### src/motor_ss_pkg.sv
// package: register map, field positions and codes for the motor subsystem clock gating block
package motor_ss_pkg;

  // ********************************************************************
  // register byte offsets
  // ********************************************************************
  localparam logic [11:0] ID_REG_OFF = 12'h000;
  localparam logic [11:0] SYSCFG_OFF = 12'h004;
  localparam logic [11:0] CLKCTL_OFF = 12'h008;
  localparam logic [11:0] CLKSTAT_OFF = 12'h00C;

  // ********************************************************************
  // field positions and reset values
  // ********************************************************************
  localparam int SOFT_RESET_BIT = 0;
  localparam int SUSPEND_IGNORE_BIT = 1;
  localparam int IDLE_LO = 2;
  localparam int IDLE_HI = 3;
  localparam int CAP_EN_BIT = 0;
  localparam int CAP_STOP_BIT = 1;
  localparam int QUAD_EN_BIT = 4;
  localparam int QUAD_STOP_BIT = 5;
  localparam int PWM_EN_BIT = 8;
  localparam int PWM_STOP_BIT = 9;
  localparam logic [31:0] CLKCTL_MASK = 32'h0000_0333;
  localparam logic [31:0] CLKCTL_RESET = 32'h0000_0111;
  localparam logic [31:0] SYSCFG_MASK = 32'h0000_000F;
  localparam logic [31:0] SYSCFG_RESET = 32'h0000_0008;
  // identification word: value is arbitrary
  localparam logic [31:0] ID_VALUE = 32'h0000_0A17;

  // ********************************************************************
  // idle policy and bus codes
  // ********************************************************************
  typedef enum logic [1:0] {
    IDLE_FORCE = 2'h0,
    IDLE_NEVER = 2'h1,
    IDLE_SMART = 2'h2,
    IDLE_RSVD = 2'h3
  } idle_policy_t;

  localparam logic [1:0] HTRANS_NONSEQ = 2'h2;
  localparam logic [2:0] HSIZE_WORD = 3'h2;

endpackage : motor_ss_pkg

### src/motor_ss_clock_gating.sv
// module: AHB-Lite register block steering sub-unit clock gating and idle policy
// Operation
// - policy 0 acknowledges idle requests at once
// - policy 1 never idles nor acknowledges
// - policy 2 acknowledges when activity allows
// - smart idle raises no wakeup events
// - suspend honoured while ignore bit clear
// - ignore bit set masks debug suspend
// - gate control at 8h, reset 111h
// - bit 9 drives pwm stop request
// - bit 8 drives pwm clock enable
// - bit 5 drives quadrature stop request
// - bit 4 drives quadrature clock enable
// - bit 1 drives capture stop request
// - bit 0 drives capture clock enable
// - idle policy bits 3:2, reset 2
// - stop acks readable at 9,5,1
// - enable status readable at 8,4,0
`timescale 1ns/100ps
`default_nettype none
module motor_ss_clock_gating
  import motor_ss_pkg::*;
(
  input wire logic clk,
  input wire logic rst,
  input wire logic hsel,
  input wire logic [31:0] haddr,
  input wire logic [1:0] htrans,
  input wire logic hwrite,
  input wire logic [2:0] hsize,
  input wire logic [31:0] hwdata,
  input wire logic hready,
  output logic [31:0] hrdata,
  output logic hreadyout,
  output logic hresp,
  input wire logic idle_req,
  input wire logic unit_busy,
  output logic idle_ack,
  output logic wakeup,
  input wire logic debug_suspend,
  output logic suspend_out,
  output logic subsystem_reset,
  output logic pwm_unit_stop_request,
  output logic pwm_unit_gate_on,
  output logic quad_unit_stop_request,
  output logic quad_unit_gate_on,
  output logic capture_unit_stop_request,
  output logic capture_unit_gate_on,
  input wire logic pwm_stop_ack,
  input wire logic pwm_gate_status,
  input wire logic quad_stop_ack,
  input wire logic quad_gate_status,
  input wire logic capture_stop_ack,
  input wire logic capture_gate_status
);

  // ********************************************************************
  // helpers
  // ********************************************************************
  function automatic logic [31:0] masked_write(input logic [31:0] data, input logic [31:0] mask);
    masked_write = data & mask;
  endfunction : masked_write

  // ********************************************************************
  // AHB-Lite address phase capture
  // ********************************************************************
  logic wr_pend_reg;
  logic [11:0] addr_reg;
  logic [31:0] clkctl_reg;
  logic [3:0] syscfg_reg;
  logic soft_rst_reg;
  logic [31:0] status_word;
  logic access;

  // only whole-word transfers are decoded; others complete with no effect
  assign access = hsel && hready && (htrans == HTRANS_NONSEQ) && (hsize == HSIZE_WORD);

  always_ff @(posedge clk) begin
    if (rst) begin
      wr_pend_reg <= 1'b0;
      addr_reg <= 12'h000;
    end else begin
      wr_pend_reg <= access && hwrite;
      if (access) begin
        addr_reg <= haddr[11:0];
      end
    end
  end

  // zero wait states, always OKAY
  assign hreadyout = 1'b1;
  assign hresp = 1'b0;

  // ********************************************************************
  // clock gate control register
  // ********************************************************************
  // reset to 111h
  always_ff @(posedge clk) begin
    if (rst || soft_rst_reg) begin
      clkctl_reg <= CLKCTL_RESET;
    end else if (wr_pend_reg && addr_reg == CLKCTL_OFF) begin
      clkctl_reg <= masked_write(hwdata, CLKCTL_MASK);
    end
  end

  assign pwm_unit_stop_request = clkctl_reg[PWM_STOP_BIT];
  assign pwm_unit_gate_on = clkctl_reg[PWM_EN_BIT];
  assign quad_unit_stop_request = clkctl_reg[QUAD_STOP_BIT];
  assign quad_unit_gate_on = clkctl_reg[QUAD_EN_BIT];
  assign capture_unit_stop_request = clkctl_reg[CAP_STOP_BIT];
  assign capture_unit_gate_on = clkctl_reg[CAP_EN_BIT];

  // ********************************************************************
  // power configuration register and soft reset
  // ********************************************************************
  always_ff @(posedge clk) begin
    if (rst || soft_rst_reg) begin
      syscfg_reg <= SYSCFG_RESET[3:0];
    end else if (wr_pend_reg && addr_reg == SYSCFG_OFF) begin
      syscfg_reg[IDLE_HI:IDLE_LO] <= hwdata[IDLE_HI:IDLE_LO];
      syscfg_reg[SUSPEND_IGNORE_BIT] <= hwdata[SUSPEND_IGNORE_BIT];
      syscfg_reg[SOFT_RESET_BIT] <= 1'b0;
    end
  end

  always_ff @(posedge clk) begin
    if (rst || soft_rst_reg) begin
      soft_rst_reg <= 1'b0;
    end else begin
      soft_rst_reg <= wr_pend_reg && addr_reg == SYSCFG_OFF && hwdata[SOFT_RESET_BIT];
    end
  end

  assign subsystem_reset = soft_rst_reg;

  // ********************************************************************
  // debug suspend
  // ********************************************************************
  // ignore bit masks suspend
  assign suspend_out = debug_suspend && !syscfg_reg[SUSPEND_IGNORE_BIT];

  // ********************************************************************
  // idle handshake
  // ********************************************************************
  idle_handshake u_idle (
    .clk(clk),
    .rst(rst || soft_rst_reg),
    .policy(syscfg_reg[IDLE_HI:IDLE_LO]),
    .idle_req(idle_req),
    .busy(unit_busy),
    .idle_ack(idle_ack),
    .wakeup(wakeup)
  );

  // ********************************************************************
  // read path
  // ********************************************************************
  // sub-unit status bits
  always_comb begin
    status_word = 32'h0000_0000;
    status_word[PWM_STOP_BIT] = pwm_stop_ack;
    status_word[PWM_EN_BIT] = pwm_gate_status;
    status_word[QUAD_STOP_BIT] = quad_stop_ack;
    status_word[QUAD_EN_BIT] = quad_gate_status;
    status_word[CAP_STOP_BIT] = capture_stop_ack;
    status_word[CAP_EN_BIT] = capture_gate_status;
  end

  // data registered at the address phase so it stands through the data phase
  always_ff @(posedge clk) begin
    if (rst) begin
      hrdata <= 32'h0000_0000;
    end else if (access && !hwrite) begin
      case (haddr[11:0])
        ID_REG_OFF: begin
          hrdata <= ID_VALUE;
        end
        SYSCFG_OFF: begin
          hrdata <= {28'h0000000, syscfg_reg};
        end
        CLKCTL_OFF: begin
          hrdata <= clkctl_reg;
        end
        CLKSTAT_OFF: begin
          hrdata <= status_word;
        end
        default: begin
          hrdata <= 32'h0000_0000;
        end
      endcase
    end
  end
endmodule : motor_ss_clock_gating
`default_nettype wire

### src/idle_handshake.sv
// module: target idle handshake under the selected idle policy
`timescale 1ns/100ps
`default_nettype none
module idle_handshake
  import motor_ss_pkg::*;
(
  input wire logic clk,
  input wire logic rst,
  input wire logic [1:0] policy,
  input wire logic idle_req,
  input wire logic busy,
  output logic idle_ack,
  output logic wakeup
);

  // ********************************************************************
  // ack state machine
  // ********************************************************************
  typedef enum logic [1:0] {
    ST_ACTIVE = 2'b00,
    ST_IDLE = 2'b01
  } idle_state_t;

  idle_state_t state_reg;
  idle_state_t state_next;

  always_comb begin
    state_next = state_reg;
    case (policy)
      IDLE_FORCE: begin
        state_next = idle_req ? ST_IDLE : ST_ACTIVE;
      end
      IDLE_NEVER: begin
        state_next = ST_ACTIVE;
      end
      IDLE_SMART: begin
        state_next = (idle_req && !busy) ? ST_IDLE : ST_ACTIVE;
      end
      // reserved code behaves as never idle, the safe choice
      default: begin
        state_next = ST_ACTIVE;
      end
    endcase
  end

  always_ff @(posedge clk) begin
    if (rst) begin
      state_reg <= ST_ACTIVE;
    end else begin
      state_reg <= state_next;
    end
  end

  assign idle_ack = (state_reg == ST_IDLE);

  assign wakeup = busy && idle_ack && (policy != IDLE_SMART);
endmodule : idle_handshake
`default_nettype wire

### config.mk
export PLATFORM = sky130hd
export DESIGN_NAME = motor_ss_clock_gating
export DESIGN_NICKNAME = d
export VERILOG_FILES = /design/src/motor_ss_pkg.sv /design/src/motor_ss_clock_gating.sv /design/src/idle_handshake.sv
export SDC_FILE = /design/constraint.sdc
export NUM_CORES = 1
export LEC_CHECK = 0
export ABC_AREA = 0
export BUFFER_PORTS_ARGS = -buffer_cell sky130_fd_sc_hd__clkbuf_2
export CAP_MARGIN = 20
export CORE_ASPECT_RATIO = 1.1
export CORE_UTILIZATION = 35
export CTS_CLUSTER_DIAMETER = 100
export DETAILED_ROUTE_END_ITERATION = 12
export PLACE_DENSITY = 0.73
export SLEW_MARGIN = 20
export SYNTH_ARGS = -nofsm -noshare
export SYNTH_HDL_FRONTEND = slang
export SYNTH_HIERARCHICAL = 1
export SYNTH_SLANG_ARGS = --single-unit
### constraint.sdc
create_clock -name clk -period 1.6 [get_ports clk]
set_clock_uncertainty 0.05 [all_clocks]
set_input_delay 0.4 -clock clk [delete_from_list [all_inputs] [get_ports clk]]
set_output_delay 0.4 -clock clk [all_outputs]
set_load 0.03 [all_outputs]
# --- Word-level counts from Yosys, hierarchy flattened ---
# Cells that the tools add are included.
# W data, S select, Z words.
op_classes:
  n_eq_ne: 10
  n_reduce_logical: 18
  n_mux: 4
ops:
  columns: ["cell", "n"]
  rows:
  - ["$pmux W12 S4", 1]
  - ["$eq A12 B4 Y1 const B", 3]
  - ["$eq A12 B3 Y1 const B", 2]
  - ["$logic_and A1 B1 Y1", 12]
  - ["$logic_not A12 Y1", 1]
  - ["$eq A2 B2 Y1 const B", 2]
  - ["$pmux W2 S2", 1]
  - ["$eq A3 B2 Y1 const B", 1]
  - ["$logic_not A1 Y1", 3]
  - ["$eq A2 B1 Y1 const B", 1]
  - ["$logic_not A2 Y1", 1]
  - ["$mux W1", 2]
  - ["$ne A2 B2 Y1 const B", 1]
  - ["$logic_or A1 B1 Y1", 1]
totals:
  ff_bits: 57
  input_bits: 83
  wordCells: 39
  output_inout_bits: 44

# --- Logic depth before layout (Yosys ltp) ---
depth:
  word_depth: 4
  mapped_depth: 5
  ltp_nobuf: 3

# --- Hierarchy ---
# Netlist, hierarchy kept.
by_module_without_submodules:
  columns: ["module", "seq_area_each_um2", "area_each_um2", "cells_per_inst", "n_inst"]
  rows:
  - ["motor_ss_clock_gating", 640.6, 1700.4, 197, 1]
  - ["idle_handshake", 20.0, 51.3, 6, 1]

# --- Worst setup path before layout ---
# No wires, ideal clock.
synth_path:
  path_kind: "reg-to-reg"
  from: "reg addr_reg[8]"
  to: "reg clkctl_reg[0]"
  required_ps: 1478
  path_buffers: 0
  arrival_time_ps: 1555
  setup_ps: 72
  stages_incl_launch_ff: 4
  setup_slack_ps: -77
  period_less_slack_ps: 1677
  cell_sequence: "dfxtp_1 > or4b_4 > nor4_4 > mux2i_1"
synth_via:
  elab_chain_cells: 2
synth_lines:
  columns: ["element", "line_no", "rtl"]
  rows:
  - ["from (decl)", "motor_ss_clock_gating.sv:68", "logic [11:0] addr_reg;"]
  - ["from (signal assigned)", "motor_ss_clock_gating.sv:85", "addr_reg <= haddr[11:0];"]
  - ["$eq A12 B4 Y1", "motor_ss_clock_gating.sv:101", "end else if (wr_pend_reg && addr_reg == CLKCTL_OFF) begin"]
  - ["$logic_and A1 B1 Y1", "motor_ss_clock_gating.sv:101", null]
  - ["to (signal assigned)", "motor_ss_clock_gating.sv:102", "clkctl_reg <= masked_write(hwdata, CLKCTL_MASK);"]
  - ["to (decl)", "motor_ss_clock_gating.sv:69", "logic [31:0] clkctl_reg;"]
# No other way between the ends.
# A chain may end at the register's enable or synchronous reset.

# --- Worst setup path in the final report ---
layout_path:
  from: "reg addr_reg[3]"
  to: "reg syscfg_reg[2]"
layout_via:
  elab_chain_cells: 2
layout_lines:
  columns: ["element", "line_no", "rtl"]
  rows:
  - ["$eq A12 B3 Y1", "motor_ss_clock_gating.sv:119", "end else if (wr_pend_reg && addr_reg == SYSCFG_OFF) begin"]
  - ["$logic_and A1 B1 Y1", "motor_ss_clock_gating.sv:119", null]
  - ["to (signal assigned)", "motor_ss_clock_gating.sv:118", "syscfg_reg <= SYSCFG_RESET[3:0];"]
  - ["to (signal, indexed assignment)", "motor_ss_clock_gating.sv:120", "syscfg_reg[IDLE_HI:IDLE_LO] <= hwdata[IDLE_HI:IDLE_LO];"]
  - ["to (signal, indexed assignment)", "motor_ss_clock_gating.sv:121", "syscfg_reg[SUSPEND_IGNORE_BIT] <= hwdata[SUSPEND_IGNORE_BIT];"]
  - ["to (decl)", "motor_ss_clock_gating.sv:70", "logic [3:0] syscfg_reg;"]
# No other way between the ends.

==> out/results.tsv <==
stage	metric	value	unit
sta	drv_slew	0	
logic_synthesis	syn_area	0.00175	sq mm
placed_design	io_buffers	57	
floorplan	dieArea	0.00529	sq mm
logic_synthesis	ys_types	34	
critical_path	cp.arrival	1.79	ns
sta	hold_ws	0.268	ns
sta	fmax	0.614	GHz
finish	fin_nets	349	
critical_path	crit_path_start	addr_reg[3]	
pwr	leakagePower	0.925	nW
status	violations	setup timing	
finish	largest_register_ffs	12	
status	status	finished with violations	
critical_path	critPathMaxStageDelay	0.55	ns
critical_path	worstPathCellList	or4b_4, nor4_4, buf_4, mux2i_1	
detailed_routing	vias_per_cell	5.08	
logic_synthesis	syn-instance-count	203	
logic_synthesis	yosys_register_bits	33	
critical_path	r2r-start	addr_reg[3]	
grt	antenna_found_initial	0	
sta	finalSetupViolations	9	
floorplan	start_util	0.371	
clock_tree	clk_latency	0.28	ns
logic_synthesis	synth_top_area_cell	dfxtp_1	
logic_synthesis	syn_avg_cell_area	8.63	sq um
finish	fillers	472	
detailed_routing	drt_pass1_iterations	4	
clock_tree	postCtsSetupBuffers	0	
clock_tree	path_clk_slew	0.07	ns
hold_path	worst_hold_path_type	input port to register	
clock_tree	htree_levels	2	
grt	grt_max_degree	16	
sta	period_minus_slack	1.63	ns
logic_synthesis	async_reset_ff_frac	0	
sta	rsz0062_at_grt	true	
logic_synthesis	synth_area_leaders	dfxtp_1 38%, buf_4 11%, mux2i_1 5.7%	
detailed_routing	wl_per_cell	13.3	microns
finish	postLayoutCellArea	0.00218	sq mm
logic_synthesis	synth_edf_count	0	
run	cap_violations	0	
floorplan	die_w	69.5	microns
critical_path	worstPathMaxFanout	4	
clock_tree	cts_buffer_depth	2	
clock_tree	cts.sinks	33	
critical_path	critPathCapture	syscfg_reg[2]	
critical_path	end_kind	register	
clock_tree	cts_tree	done	
detailed_routing	vias	1642	
placed_design	place.gp.congestion	0.772	
pwr	p_per_area	801	mW/mm^2
placed_design	placed_area	0.00207	sq mm
floorplan	ios	127	
floorplan	core-area	0.00472	sq mm
critical_path	r2r_cells	4	
pwr	ir_worst_vdd	530	uV
detailed_routing	routed_wirelength	4290	microns
grt	grt_usage	0.168	
critical_path	crit_type	register to register	
logic_synthesis	synth_most_common_cell	dfxtp_1	
finish	antenna_cells	0	
logic_synthesis	yosys-top-cells-count	33 x dfxtp_1, 25 x buf_4, 17 x o21ai_0, 14 x a21oi_1, 14 x nand2_1	
critical_path	cp-start-kind	register	
logic_synthesis	synth_top_area_share	0.377	
floorplan	die_y	76.2	microns
critical_path	crit_buf_inv	1	
clock_tree	cts-buffers-inserted	5	
critical_path	reg2reg_to	syscfg_reg[2]	
critical_path	cp_data_required_time	1.76	ns
placed_design	dp_hpwl	3310	microns
sta	fin_ws	-0.0274	ns
finish	multi_input_area	940	sq um
critical_path	path_delay_family	simple AND/OR/NAND/NOR gates	
clock_tree	cts_root_buf	clkbuf_8	
logic_synthesis	ys_seq_area_frac	0.377	
critical_path	slowest_stage	or4b_4	
finish	drive_gt1_frac	0.345	
finish	register_area	664	sq um
detailed_routing	drt.antenna.violating_nets	0	
critical_path	ff2ff_setup_slack	-0.03	ns
floorplan	rows	26	
grt	grt_pass1_wl	7060	microns
detailed_routing	drt_iter0_markers	122	
grt	grt_pass1_vias	1497	
logic_synthesis	yosysWarningCount	6	
detailed_routing	drc	0	
clock_tree	hold_buffers	0	
finish	areaGrowthSynthToFinish	24.7	%
grt	gr-total-overflow	0	
sta	finalHoldViolCount	0	
critical_path	path_depth	4	
sta	timing.final.crit_share	1.02	
logic_synthesis	ys.flop_type	dfxtp_1	
metrics by stage:
step	worst slack, ns	power [mW]	util	cells	setup TNS [ns]
2_1_floorplan	-0.0513	1.04	-	226	-0.308
3_3_place_gp	-0.0226	1.08	0.439	315	-0.121
3_5_place_dp	-0.0524	1.08	0.439	315	-0.285
4_1_cts	-0.0613	1.76	0.463	323	-0.267
5_1_grt	-0.0966	1.84	0.463	323	-0.686
6_report	-0.0274	1.75	0.463	323	-0.142
routing by layer:
| layer | up-vias | routed length [microns] | GRT usage |
|---|---|---|---|
| li1 | 810 | - | - |
| met1 | 751 | 1900 | 0.218 |
| met4 | 0 | 23 | 0.0551 |
| met2 | 79 | 1990 | 0.259 |
| met3 | 2 | 386 | 0.0582 |
| met5 | - | 0 | 0 |
layout by cell type, fill, tap and decap left out, types with 5 or more instances in the layout:
master / n
o21ai_0: 17
mux2i_1: 10
nor3_1: 9
nand2_1: 14
nand3_1: 13
buf_4: 13
conb_1: 25
dfxtp_1: 30
clkbuf_8: 7
a21oi_1: 14
clkbuf_2: 56
o211ai_1: 5
nor2_1: 6
timing repair:
action                                  4_1_cts  5_1_grt
endpoints found under the setup margin        9       11
cloned                                        0        0
pin swaps                                     3        2
gates resized for setup                       4        2
endpoints found under the hold margin         0        0
power breakdown:
group / switching [mW] / internal (mW) / leakage (nW)
Clock: 0.300 / 0.389 / 0.0542
Sequential: 0.00138 / 0.824 / 0.268
Combinational: 0.164 / 0.0729 / 0.603
worst min-delay path by stage:
stage | cells past startpoint | slack [ns] | start | endpoint
CTS | 2 | 0.26 | unit_busy | u_idle/state_reg[0]
finish | 2 | 0.27 | unit_busy | u_idle/state_reg[0]
global placement | 2 | 0.41 | clkctl_reg[9] | clkctl_reg[9]
floorplan | 2 | 0.40 | syscfg_reg[1] | syscfg_reg[1]
detailed placement | 2 | 0.42 | syscfg_reg[1] | syscfg_reg[1]
global route | 2 | 0.25 | unit_busy | u_idle/state_reg[0]
final cells by class:
cell class | instances | area share
clock buffers | 7 | 0.0441
clock inverters | 1 | 0.00229
inverters | 4 | 0.00687
multi-input cells | 151 | 0.430
flip-flops and latches | 33 | 0.304
well taps | 56 | 0.0321
repair buffers | 71 | 0.180
worst register-to-register path, stage by stage, from the launching register on:
cell,delay [ns]
dfxtp_1,0.33
or4b_4,0.55
nor4_4,0.28
buf_4,0.18
mux2i_1,0.17
kinds of logic after synthesis:
logic type,share of synthesized area
AOI/OAI and AO/OA,0.159
buffers and inverters,0.144
DFF,0.377
muxes,0.0700
and+or+nand+nor,0.246
other,0.00429
Power figures use the tool's default switching activity.
